`src/rfal_field.sv`:
```
// Package of shared constants and the generic one-field storage/wire cell.
// Assumes a single clock, an active-low asynchronous field reset and a bus
// front end that turns each accepted write into a strobe with a bit mask.
`timescale 1ns/1ns
`default_nettype none

package rfal_pkg;
  localparam int unsigned REG_W = 32;
  localparam int unsigned ADR_W = 8;
  localparam logic [ADR_W-1:0] ADDR_AUTO     = 8'h00;
  localparam logic [ADR_W-1:0] ADDR_EXPLICIT = 8'h04;
  localparam logic [ADR_W-1:0] ADDR_STATUS   = 8'h08;
  localparam int unsigned ADR_LO = 2;

  // Fields of the auto-packed register, in instantiation order
  localparam int unsigned N_AUTO = 8;
  localparam int unsigned F_CTRL = 0;
  localparam int unsigned F_CFG  = 1;
  localparam int unsigned F_LIVE = 2;
  localparam int unsigned F_VER  = 3;
  localparam int unsigned F_CNT  = 4;
  localparam int unsigned F_CMD  = 5;
  localparam int unsigned F_ONCE = 6;
  localparam int unsigned F_KEEP = 7;
  localparam int unsigned FW [N_AUTO] = '{4, 4, 4, 4, 4, 4, 4, 4};
  localparam int unsigned AW = 4;

  localparam logic [AW-1:0] CTRL_RST = 4'hA;
  localparam logic [AW-1:0] CFG_RST  = 4'h3;
  localparam logic [AW-1:0] VER_VAL  = 4'h1; // Arbitrary value
  localparam logic [AW-1:0] CNT_RST  = 4'h0;
  localparam logic [AW-1:0] CMD_RST  = 4'h0;
  localparam logic [AW-1:0] ONCE_RST = 4'h0;

  // Fields of the explicitly placed register
  localparam int unsigned SCR_HI  = 15;
  localparam int unsigned SCR_LO  = 8;
  localparam int unsigned LOST_HI = 3;
  localparam int unsigned LOST_LO = 0;
  localparam int unsigned FLAG_LO = 20;
  localparam logic [SCR_HI-SCR_LO:0]   SCR_RST  = 8'hA5;
  localparam logic [LOST_HI-LOST_LO:0] LOST_RST = 4'h0;
  localparam logic                     FLAG_RST = 1'b1;

  // Status register bits
  localparam int unsigned ST_CFG_ERR  = 0;
  localparam int unsigned ST_ONCE_WR  = 1;

  // Low bit of an auto-placed field, either packing order
  function automatic int unsigned field_lsb(int unsigned idx, bit high_bit_first_packing);
    int unsigned used;
    used = 0;
    for (int unsigned i = 0; i < idx; i++) begin
      used += FW[i];
    end
    if (high_bit_first_packing) begin
      field_lsb = REG_W - used - FW[idx];
    end else begin
      field_lsb = used;
    end
  endfunction

  // Writable by the cpu and overwritten every clock by the core
  function automatic bit write_lost(bit cpu_wr, bit core_wr, bit core_has_we);
    write_lost = cpu_wr && core_wr && !core_has_we;
  endfunction
endpackage

module rfal_field #(
  parameter int unsigned       WIDTH       = 1,
  parameter bit                CPU_RD      = 1'b1,
  parameter bit                CPU_WR      = 1'b1,
  parameter bit                CORE_RD     = 1'b1,
  parameter bit                CORE_WR     = 1'b1,
  parameter bit                CORE_HAS_WE = 1'b0,
  parameter bit                WRITE_ONCE  = 1'b0,
  parameter bit                HAS_RESET   = 1'b1,
  parameter logic [WIDTH-1:0]  RESET_VAL   = '0
) (
  // Clock and field reset
  input  wire logic             clk,
  input  wire logic             rst_b,
  // Cpu side
  input  wire logic             cpu_we,
  input  wire logic [WIDTH-1:0] cpu_wdata,
  input  wire logic [WIDTH-1:0] cpu_mask,
  output logic      [WIDTH-1:0] cpu_rdata,
  // Core side
  input  wire logic             core_we,
  input  wire logic [WIDTH-1:0] core_d,
  output logic      [WIDTH-1:0] q,
  output logic                  written
);
  // Only cpu-read-only fields without core read-write become wires
  localparam bit STORE = !(CPU_RD && !CPU_WR && !(CORE_RD && CORE_WR));

  if (STORE) begin : g_store
    logic [WIDTH-1:0] next_q;
    logic             next_written;

    always_comb begin
      next_q       = q;
      next_written = written;
      if (cpu_we && CPU_WR && !(WRITE_ONCE && written)) begin
        next_q       = (cpu_wdata & cpu_mask) | (q & ~cpu_mask);
        next_written = 1'b1;
      end
      // Core update placed last so it wins a collision
      if (CORE_WR && (!CORE_HAS_WE || core_we)) begin
        next_q = core_d;
      end
    end

    always_ff @(posedge clk or negedge rst_b) begin
      if (!rst_b) begin
        written <= 1'b0;
      end else begin
        written <= next_written;
      end
    end

    if (HAS_RESET) begin : g_rst
      always_ff @(posedge clk or negedge rst_b) begin
        if (!rst_b) begin
          q <= RESET_VAL;
        end else begin
          q <= next_q;
        end
      end
    end else begin : g_norst
      // No reset value: left uninitialised on purpose
      always_ff @(posedge clk) begin
        q <= next_q;
      end
    end
  end else begin : g_wire
    assign q       = CORE_WR ? core_d : RESET_VAL;
    assign written = 1'b0;
  end

  assign cpu_rdata = CPU_RD ? q : '0;
endmodule

`default_nettype wire

```
`src/rfal_top.sv`:
```
// Register bank with one auto-packed register, one explicitly placed one
// and a status word, reached over a classic Wishbone slave.
// Assumes core inputs are synchronous to clk; master holds requests until ack.
//
// Summary of operation
// - Low-bit-first: unplaced fields pack upward from bit 0 without gaps.
// - High-bit-first: unplaced fields pack downward from the top bit without gaps.
// - An explicit high:low range places the field exactly there.
// - The instantiation constant is loaded as reset value on field reset.
// - Without restriction a field is readable and writable by cpu and core.
// - Core-writable fields follow the core each clock, or only while enabled.
// - Cpu writes to core-overwritten fields are lost at the same clock; flagged error.
// - Write-once fields take the first cpu write after reset only.
// - Cpu read-write fields are always storage.
// - Cpu read-only, core read-write fields are storage.
// - Cpu read-only, core read-only or no-access fields are constant wires.
// - Cpu read-only, core write-only fields are wires read straight from core.
// - Cpu write-only, core readable fields are storage.
// - Reset value beats next value while field reset is active.
// - A field without reset value is never reset.
//
// Local design decisions: the placing of the registers and the Wishbone slave port.

`timescale 1ns/1ns
`default_nettype none

module rfal_top
  import rfal_pkg::*;
#(
  parameter bit HIGH_BIT_FIRST = 1'b0
) (
  // Clock and reset
  input  wire logic                    clk,
  input  wire logic                    rst_b,
  // Wishbone slave
  input  wire logic                    wb_cyc_i,
  input  wire logic                    wb_stb_i,
  input  wire logic                    wb_we_i,
  input  wire logic [rfal_pkg::ADR_W-1:0] wb_adr_i,
  input  wire logic [3:0]              wb_sel_i,
  input  wire logic [rfal_pkg::REG_W-1:0] wb_dat_i,
  output logic      [rfal_pkg::REG_W-1:0] wb_dat_o,
  output logic                         wb_ack_o,
  // Core inputs
  input  wire logic [rfal_pkg::AW-1:0] core_ctrl_d,
  input  wire logic                    core_ctrl_we,
  input  wire logic [rfal_pkg::AW-1:0] core_live_d,
  input  wire logic [rfal_pkg::AW-1:0] core_cnt_d,
  input  wire logic [rfal_pkg::LOST_HI-rfal_pkg::LOST_LO:0] core_lost_d,
  // Core outputs
  output logic      [rfal_pkg::AW-1:0] core_ctrl_q,
  output logic      [rfal_pkg::AW-1:0] core_cfg_q,
  output logic      [rfal_pkg::AW-1:0] core_cnt_q,
  output logic      [rfal_pkg::AW-1:0] core_cmd_q,
  output logic      [rfal_pkg::AW-1:0] core_once_q,
  output logic                         core_flag_q
);
  import rfal_pkg::*;

  localparam int unsigned L_CTRL = field_lsb(F_CTRL, HIGH_BIT_FIRST);
  localparam int unsigned L_CFG  = field_lsb(F_CFG,  HIGH_BIT_FIRST);
  localparam int unsigned L_LIVE = field_lsb(F_LIVE, HIGH_BIT_FIRST);
  localparam int unsigned L_VER  = field_lsb(F_VER,  HIGH_BIT_FIRST);
  localparam int unsigned L_CNT  = field_lsb(F_CNT,  HIGH_BIT_FIRST);
  localparam int unsigned L_CMD  = field_lsb(F_CMD,  HIGH_BIT_FIRST);
  localparam int unsigned L_ONCE = field_lsb(F_ONCE, HIGH_BIT_FIRST);
  localparam int unsigned L_KEEP = field_lsb(F_KEEP, HIGH_BIT_FIRST);
  localparam int unsigned SCR_W  = SCR_HI - SCR_LO + 1;
  localparam int unsigned LOST_W = LOST_HI - LOST_LO + 1;
  localparam bit LOST_CFG_ERR = write_lost(1'b1, 1'b1, 1'b0);

  // Bus handshake: ack one cycle after the request, write at the ack edge
  logic             req;
  logic             next_ack;
  logic [REG_W-1:0] next_dat;
  logic             wr_fire;
  logic             hit_auto;
  logic             hit_expl;
  logic             hit_stat;
  logic [REG_W-1:0] bmask;
  logic             we_auto;
  logic             we_expl;

  assign req      = wb_cyc_i && wb_stb_i;
  assign wr_fire  = req && wb_we_i && wb_ack_o;
  assign hit_auto = wb_adr_i[ADR_W-1:ADR_LO] == ADDR_AUTO[ADR_W-1:ADR_LO];
  assign hit_expl = wb_adr_i[ADR_W-1:ADR_LO] == ADDR_EXPLICIT[ADR_W-1:ADR_LO];
  assign hit_stat = wb_adr_i[ADR_W-1:ADR_LO] == ADDR_STATUS[ADR_W-1:ADR_LO];
  assign bmask    = {{8{wb_sel_i[3]}}, {8{wb_sel_i[2]}}, {8{wb_sel_i[1]}}, {8{wb_sel_i[0]}}};
  assign we_auto  = wr_fire && hit_auto;
  assign we_expl  = wr_fire && hit_expl;

  // Field cells and their read-back slices
  logic [AW-1:0]     rd_ctrl, rd_cfg, rd_live, rd_ver, rd_cnt, rd_cmd, rd_once, rd_keep;
  logic [SCR_W-1:0]  rd_scr;
  logic [LOST_W-1:0] rd_lost;
  logic              rd_flag;
  logic              once_written;

  rfal_field #(.WIDTH(AW), .CORE_HAS_WE(1'b1), .RESET_VAL(CTRL_RST)) u_ctrl (
    .clk(clk), .rst_b(rst_b), .cpu_we(we_auto), .cpu_wdata(wb_dat_i[L_CTRL +: AW]),
    .cpu_mask(bmask[L_CTRL +: AW]), .cpu_rdata(rd_ctrl), .core_we(core_ctrl_we),
    .core_d(core_ctrl_d), .q(core_ctrl_q), .written());

  rfal_field #(.WIDTH(AW), .CORE_WR(1'b0), .RESET_VAL(CFG_RST)) u_cfg (
    .clk(clk), .rst_b(rst_b), .cpu_we(we_auto), .cpu_wdata(wb_dat_i[L_CFG +: AW]),
    .cpu_mask(bmask[L_CFG +: AW]), .cpu_rdata(rd_cfg), .core_we(1'b0),
    .core_d('0), .q(core_cfg_q), .written());

  rfal_field #(.WIDTH(AW), .CPU_WR(1'b0), .CORE_RD(1'b0)) u_live (
    .clk(clk), .rst_b(rst_b), .cpu_we(1'b0), .cpu_wdata('0),
    .cpu_mask('0), .cpu_rdata(rd_live), .core_we(1'b0),
    .core_d(core_live_d), .q(), .written());

  rfal_field #(.WIDTH(AW), .CPU_WR(1'b0), .CORE_WR(1'b0), .RESET_VAL(VER_VAL)) u_ver (
    .clk(clk), .rst_b(rst_b), .cpu_we(1'b0), .cpu_wdata('0),
    .cpu_mask('0), .cpu_rdata(rd_ver), .core_we(1'b0),
    .core_d('0), .q(), .written());

  rfal_field #(.WIDTH(AW), .CPU_WR(1'b0), .RESET_VAL(CNT_RST)) u_cnt (
    .clk(clk), .rst_b(rst_b), .cpu_we(1'b0), .cpu_wdata('0),
    .cpu_mask('0), .cpu_rdata(rd_cnt), .core_we(1'b0),
    .core_d(core_cnt_d), .q(core_cnt_q), .written());

  rfal_field #(.WIDTH(AW), .CPU_RD(1'b0), .CORE_WR(1'b0), .RESET_VAL(CMD_RST)) u_cmd (
    .clk(clk), .rst_b(rst_b), .cpu_we(we_auto), .cpu_wdata(wb_dat_i[L_CMD +: AW]),
    .cpu_mask(bmask[L_CMD +: AW]), .cpu_rdata(rd_cmd), .core_we(1'b0),
    .core_d('0), .q(core_cmd_q), .written());

  rfal_field #(.WIDTH(AW), .CORE_WR(1'b0), .WRITE_ONCE(1'b1), .RESET_VAL(ONCE_RST)) u_once (
    .clk(clk), .rst_b(rst_b), .cpu_we(we_auto), .cpu_wdata(wb_dat_i[L_ONCE +: AW]),
    .cpu_mask(bmask[L_ONCE +: AW]), .cpu_rdata(rd_once), .core_we(1'b0),
    .core_d('0), .q(core_once_q), .written(once_written));

  // Scratch kept over reset on purpose: holds state for post-reset debug
  rfal_field #(.WIDTH(AW), .CORE_RD(1'b0), .CORE_WR(1'b0), .HAS_RESET(1'b0)) u_keep (
    .clk(clk), .rst_b(rst_b), .cpu_we(we_auto), .cpu_wdata(wb_dat_i[L_KEEP +: AW]),
    .cpu_mask(bmask[L_KEEP +: AW]), .cpu_rdata(rd_keep), .core_we(1'b0),
    .core_d('0), .q(), .written());

  rfal_field #(.WIDTH(SCR_W), .CORE_RD(1'b0), .CORE_WR(1'b0), .RESET_VAL(SCR_RST)) u_scr (
    .clk(clk), .rst_b(rst_b), .cpu_we(we_expl), .cpu_wdata(wb_dat_i[SCR_HI:SCR_LO]),
    .cpu_mask(bmask[SCR_HI:SCR_LO]), .cpu_rdata(rd_scr), .core_we(1'b0),
    .core_d('0), .q(), .written());

  // Cpu writes here never land, the core value wins at the same clock; reported in the status word
  rfal_field #(.WIDTH(LOST_W), .CORE_RD(1'b0), .RESET_VAL(LOST_RST)) u_lost (
    .clk(clk), .rst_b(rst_b), .cpu_we(we_expl), .cpu_wdata(wb_dat_i[LOST_HI:LOST_LO]),
    .cpu_mask(bmask[LOST_HI:LOST_LO]), .cpu_rdata(rd_lost), .core_we(1'b0),
    .core_d(core_lost_d), .q(), .written());

  rfal_field #(.CORE_WR(1'b0), .RESET_VAL(FLAG_RST)) u_flag (
    .clk(clk), .rst_b(rst_b), .cpu_we(we_expl), .cpu_wdata(wb_dat_i[FLAG_LO]),
    .cpu_mask(bmask[FLAG_LO]), .cpu_rdata(rd_flag), .core_we(1'b0),
    .core_d(1'b0), .q(core_flag_q), .written());

  // Read multiplexer; unmapped addresses answer with zero
  always_comb begin
    next_ack = req && !wb_ack_o;
    next_dat = '0;
    if (next_ack && !wb_we_i) begin
      if (hit_auto) begin
        next_dat[L_CTRL +: AW] = rd_ctrl;
        next_dat[L_CFG  +: AW] = rd_cfg;
        next_dat[L_LIVE +: AW] = rd_live;
        next_dat[L_VER  +: AW] = rd_ver;
        next_dat[L_CNT  +: AW] = rd_cnt;
        next_dat[L_CMD  +: AW] = rd_cmd;
        next_dat[L_ONCE +: AW] = rd_once;
        next_dat[L_KEEP +: AW] = rd_keep;
      end else if (hit_expl) begin
        next_dat[SCR_HI:SCR_LO]   = rd_scr;
        next_dat[LOST_HI:LOST_LO] = rd_lost;
        next_dat[FLAG_LO]         = rd_flag;
      end else if (hit_stat) begin
        next_dat[ST_CFG_ERR] = LOST_CFG_ERR;
        next_dat[ST_ONCE_WR] = once_written;
      end
    end
  end

  always_ff @(posedge clk or negedge rst_b) begin
    if (!rst_b) begin
      wb_ack_o <= 1'b0;
      wb_dat_o <= '0;
    end else begin
      wb_ack_o <= next_ack;
      wb_dat_o <= next_dat;
    end
  end

  // Checks; the read helpers mark the edge that takes a read request
  logic rd_auto_req;
  logic rd_expl_req;
  logic rd_stat_req;
  logic rd_none_req;
  assign rd_auto_req = req && !wb_ack_o && !wb_we_i && hit_auto;
  assign rd_expl_req = req && !wb_ack_o && !wb_we_i && hit_expl;
  assign rd_stat_req = req && !wb_ack_o && !wb_we_i && hit_stat;
  assign rd_none_req = req && !wb_ack_o && !wb_we_i && !hit_auto && !hit_expl && !hit_stat;

  a_ack_single: assert property (@(posedge clk) disable iff (!rst_b)
    wb_ack_o |=> !wb_ack_o)
    else $error("ack held longer than one cycle");

  a_ack_latency: assert property (@(posedge clk) disable iff (!rst_b)
    (req && !wb_ack_o) |=> wb_ack_o)
    else $error("ack not given one cycle after request");

  a_dat_idle: assert property (@(posedge clk) disable iff (!rst_b)
    !wb_ack_o |-> wb_dat_o == '0)
    else $error("read data not zero outside ack");

  // Release edge excluded: the fields still sit in reset at that edge
  a_ctrl_we_update: assert property (@(posedge clk) disable iff (!rst_b)
    (rst_b && core_ctrl_we) |=> core_ctrl_q == $past(core_ctrl_d))
    else $error("enabled core update not taken");

  a_ctrl_hold: assert property (@(posedge clk) disable iff (!rst_b)
    (!core_ctrl_we && !we_auto) |=> $stable(core_ctrl_q))
    else $error("ctrl changed without any write");

  a_core_wins: assert property (@(posedge clk) disable iff (!rst_b)
    (core_ctrl_we && we_auto && bmask[L_CTRL]) |=> core_ctrl_q == $past(core_ctrl_d))
    else $error("cpu write beat core update");

  a_cnt_follows: assert property (@(posedge clk) disable iff (!rst_b)
    rst_b |=> core_cnt_q == $past(core_cnt_d))
    else $error("counter field not tracking core");

  a_cnt_read: assert property (@(posedge clk) disable iff (!rst_b)
    rd_auto_req |=> wb_dat_o[L_CNT +: AW] == $past(core_cnt_q))
    else $error("counter field not visible on read");

  a_lost_write: assert property (@(posedge clk) disable iff (!rst_b)
    we_expl ##1 1'b1 |-> u_lost.q == $past(core_lost_d))
    else $error("cpu write survived core overwrite");

  a_once_ignored: assert property (@(posedge clk) disable iff (!rst_b)
    (once_written && we_auto) |=> $stable(core_once_q))
    else $error("second write changed write-once field");

  a_once_first: assert property (@(posedge clk) disable iff (!rst_b)
    (!once_written && we_auto && (&bmask[L_ONCE +: AW])) |=>
      core_once_q == $past(wb_dat_i[L_ONCE +: AW]) && once_written)
    else $error("first write to write-once field lost");

  a_cfg_write: assert property (@(posedge clk) disable iff (!rst_b)
    (we_auto && (&bmask[L_CFG +: AW])) |=> core_cfg_q == $past(wb_dat_i[L_CFG +: AW]))
    else $error("cpu write to cfg field lost");

  a_cfg_hold: assert property (@(posedge clk) disable iff (!rst_b)
    !we_auto |=> $stable(core_cfg_q))
    else $error("cfg field changed without a cpu write");

  a_cmd_write: assert property (@(posedge clk) disable iff (!rst_b)
    (we_auto && (&bmask[L_CMD +: AW])) |=> core_cmd_q == $past(wb_dat_i[L_CMD +: AW]))
    else $error("cpu write to cmd field lost");

  a_cmd_reads_zero: assert property (@(posedge clk) disable iff (!rst_b)
    rd_auto_req |=> wb_dat_o[L_CMD +: AW] == '0)
    else $error("write-only field visible on read");

  a_live_read: assert property (@(posedge clk) disable iff (!rst_b)
    rd_auto_req |=> wb_dat_o[L_LIVE +: AW] == $past(core_live_d))
    else $error("live field not read from core");

  a_ver_read: assert property (@(posedge clk) disable iff (!rst_b)
    rd_auto_req |=> wb_dat_o[L_VER +: AW] == VER_VAL)
    else $error("constant field read wrong");

  a_flag_write: assert property (@(posedge clk) disable iff (!rst_b)
    (we_expl && bmask[FLAG_LO]) |=> core_flag_q == $past(wb_dat_i[FLAG_LO]))
    else $error("flag bit not written at its place");

  a_flag_read: assert property (@(posedge clk) disable iff (!rst_b)
    rd_expl_req |=> wb_dat_o[FLAG_LO] == $past(core_flag_q))
    else $error("flag bit not read at its place");

  a_status_once: assert property (@(posedge clk) disable iff (!rst_b)
    rd_stat_req |=> wb_dat_o[ST_ONCE_WR] == $past(once_written))
    else $error("status misreports write-once state");

  a_unmapped_zero: assert property (@(posedge clk) disable iff (!rst_b)
    rd_none_req |=> wb_dat_o == '0)
    else $error("unmapped read returned data");

  a_reset_value: assert property (@(posedge clk)
    $rose(rst_b) |-> core_ctrl_q == CTRL_RST && core_flag_q == FLAG_RST && core_once_q == ONCE_RST)
    else $error("reset value not loaded");

  c_write_read: cover property (@(posedge clk) disable iff (!rst_b)
    we_auto ##[1:4] (wb_ack_o && !wb_we_i));
  c_once_twice: cover property (@(posedge clk) disable iff (!rst_b)
    once_written && we_auto);
  c_collision: cover property (@(posedge clk) disable iff (!rst_b)
    core_ctrl_we && we_auto);
  c_unmapped: cover property (@(posedge clk) disable iff (!rst_b)
    wb_ack_o && !hit_auto && !hit_expl && !hit_stat);
  c_status_read: cover property (@(posedge clk) disable iff (!rst_b)
    rd_stat_req ##1 wb_ack_o);
endmodule

`default_nettype wire

```
`config.mk`:
```
export PLATFORM = sky130hd
export DESIGN_NAME = rfal_top
export DESIGN_NICKNAME = d
export VERILOG_FILES = /design/src/rfal_field.sv /design/src/rfal_top.sv
export SDC_FILE = /design/constraint.sdc
export NUM_CORES = 1
export LEC_CHECK = 0
export CAP_MARGIN = 25
export CORE_MARGIN = 2
export CORE_UTILIZATION = 39
export CTS_CLUSTER_DIAMETER = 150
export CTS_CLUSTER_SIZE = 20
export DETAILED_ROUTE_END_ITERATION = 6
export DONT_BUFFER_PORTS = 1
export PLACE_DENSITY = 0.52
export SETUP_SLACK_MARGIN = 0.1
export SLEW_MARGIN = 20
export SYNTH_ARGS = -nofsm -noshare
export SYNTH_HDL_FRONTEND = slang
export SYNTH_SLANG_ARGS = --single-unit
export TNS_END_PERCENT = 30
```
`constraint.sdc`:
```
create_clock -name clk -period 2.9 [get_ports clk]
set_input_delay 0.435 -clock clk [delete_from_list [all_inputs] [get_ports clk]]
set_output_delay 0.435 -clock clk [all_outputs]
set_load 0.05 [all_outputs]
```
==> results.tsv <==
stage	metric	value	unit
job	maxCapViolations	0	
worst_setup_path	crit_arrival	2.15	ns
cells_and_area	regArea	1733	um^2
floorplanning	start_util	40.76	%
clocking	root_buffer	clkbuf_8	
worst_setup_path	path_cells	nand4_1, nor3_1	
power	total_power	1.810	mW
placement	place_congestion	0.7641	
placement	hpwl	4143	um
worst_setup_path	crit_path_top_delay_cell	dfrtp_1	
detailed_routing	drcViolationCount	0	
worst_setup_path	end_kind	register	
clocking	cts.sinks	68	
floorplanning	core_area	6422	um^2
clocking	ctsHtreeMaxLevel	3	
clocking	cts_tree	done	
global_routing	antenna_found_initial	0	
global_routing	grt_max_degree	65	
cells_and_area	synthToLayoutAreaGrowth	10.95	%
cells_and_area	multi_input_area	807.0	um^2
power	peakVddDrop	325.7	uV
sta	tns	0	ns
floorplanning	die-area	7383	um^2
synth	syn_avg_cell_area	13.56	um^2
power	power_density	623.1	nW/um^2
global_routing	grt_pass1_vias	1739	
synth	yosysWarnings	0	
synth	syn_inst	193	
floorplanning	fp.dieW	85.93	um
worst_setup_path	max_stage_delay	0.71	ns
worst_setup_path	path_max_fanout	7	
clocking	clk_pin_slew	0.07	ns
global_routing	grt.total_usage	15.97	%
worst_hold_path	hp-class	in -> reg	
cells_and_area	nNetsFinal	265	
outcome	outcome	completed	
detailed_routing	vias	1581	
cells_and_area	utilization	45.22	%
placement	pre_cts_ws	0.7166	ns
detailed_routing	wire_per_inst	19.70	um
worst_setup_path	critPathKind	reg -> reg	
clocking	clock_latency	0.33	ns
worst_setup_path	cp-start-kind	register	
worst_setup_path	cp.required	2.87	ns
clocking	cts_resized	0	
synth	synth_area	2618	um^2
sta	max_slew.worst_pin.slew	0.7355	ns
synth	synth.distinct_cells	38	
cells_and_area	drive_gt1_share	24.02	%
detailed_routing	drtAntennaViolNets	0	
clocking	cts_buffer_depth	2	
cells_and_area	insertedDiodeCount	0	
sta	rsz0062_at_grt	no	
sta	worst_slack	0.7114	ns
sta	setup_viol	0	
sta	holdWs	0.1292	ns
synth	synth-seq-area-share	66.20	%
floorplanning	die-height	85.93	um
sta	fin_crit	2.189	ns
synth	ys_ff_latch	68	
floorplanning	top_level_ports	120	
detailed_routing	first_pass_iters	4	
global_routing	overflow	0	
clocking	postCtsSetupBuffers	0	
sta	slew_headroom	50.30	%
clocking	ctsHoldBuffers	2	
sta	finalMaxSlewViolations	0	
sta	min_period_over_period	75.47	%
detailed_routing	drt_iter0_markers	77	
sta	clock.fmax	0.4569	GHz
sta	finClkSkew	0.005757	ns
power	p_leak	1.337	nW
worst_setup_path	reg2reg_slack	0.71	ns
detailed_routing	viasPerCell	5.626	
synth	yosysTopAreaCellShare	52.58	%
cells_and_area	n_fill_cell	598	
synth	synth_top_area_cell	dfrtp_1	
floorplanning	fp-row-count	29	
sta	finalHoldViolCount	0	
global_routing	grt_pass1_wl	8887	um
detailed_routing	wl	5537	um
clocking	cts_made_buffers	9	
placement	port-buffer-count	0	
synth	synthTopCellsByArea	dfrtp_1, dfstp_2, mux2_2, edfxtp_1, and2_1	
[area by class of cell]
class | instances | area share (%)
sequential | 68 | 59.67
multi-input combinational | 109 | 27.79
clock buffer | 11 | 4.524
tap | 77 | 3.318
timing repair buffer | 5 | 2.068
clock inverter | 5 | 1.853
inverter | 6 | 0.7755
[cells in the mapped netlist (all sizes together)]
cell,number
conb,1
nand2b,1
or4bb,1
nor2b,6
and2,17
a2bb2oi,1
nor4bb,1
o41ai,3
o21bai,1
inv,6
nor4,3
or4,1
clkbuf,5
dfstp,9
and3,4
a21oi,7
dfrtp,55
or2,1
nand3,13
mux2,21
nand3b,1
nor3,3
o311ai,3
a221oi,1
o211ai,1
nand2,5
edfxtp,4
nand4,6
a221o,1
and4,1
nor2,3
buf,7
[final timing paths]
path	from	end	cells after the start
worst max-delay path	wb_ack_o	register	2
worst min-delay path	core_cnt_d[0]	u_cnt.cpu_rdata[0]	0
worst max register to register	wb_ack_o	register	2
worst min register to register	register	wb_dat_o[31]	1
max in group asynchronous	rst_b	async pin	2
min in group asynchronous	rst_b	wb_dat_o[7]	2
[layer usage]
layer | vias up | track usage, % | part of all wire (%)
li1 | 687 | - | -
met1 | 799 | 17.28 | 37
met2 | 86 | 26.64 | 52
met3 | 9 | 7.603 | 9.5
met4 | 0 | 6.926 | 1.2
met5 | - | 0 | 0
[cell usage in the layout (no fill, tap or decap), drive strengths merged, types with 4 or more instances in the layout]
cell type / netlist / layout
dfrtp: 55 / 55
mux2: 21 / 21
and2: 17 / 17
nand3: 13 / 13
clkbuf: 5 / 11
dfstp: 9 / 9
a21oi: 7 / 7
nor2b: 6 / 6
inv: 6 / 6
nand4: 6 / 6
nand2: 5 / 5
and3: 4 / 4
edfxtp: 4 / 4
clkinv: 0 / 4
buf: 7 / 4
[report_power, final]
| group | switching (mW) | internal [mW] | total [mW] |
|---|---|---|---|
| clock | 0.323 | 0.394 | 0.718 |
| sequential | 0.0487 | 0.973 | 1.02 |
| combinational | 0.0475 | 0.0226 | 0.0701 |
[worst max-delay path, delay by kind of cell (launching register included)]
kind          cells  cell delay, ns
flops             1            0.71
simple gates      2            1.11
[cell families (layout without fill, tap and decap cells)]
logic type             Yosys count  after routing  synth area share, %
and+or+nand+nor                 67             67                16.16
other                            1              3               0.1433
AOI/OAI and AO/OA               18             18                4.972
buffers and inverters           18             27                3.489
DFF                             68             68                66.20
muxes                           21             21                9.034
[per-stage QoR]
stage / std cells / area [um^2]
4_1_cts: 281 / 2904
6_report: 281 / 2904
3_3_place_gp: 263 / 2681
5_1_grt: 281 / 2904
3_5_place_dp: 263 / 2681
2_1_floorplan: 195 / 2625
Power figures use the tool's default switching activity.
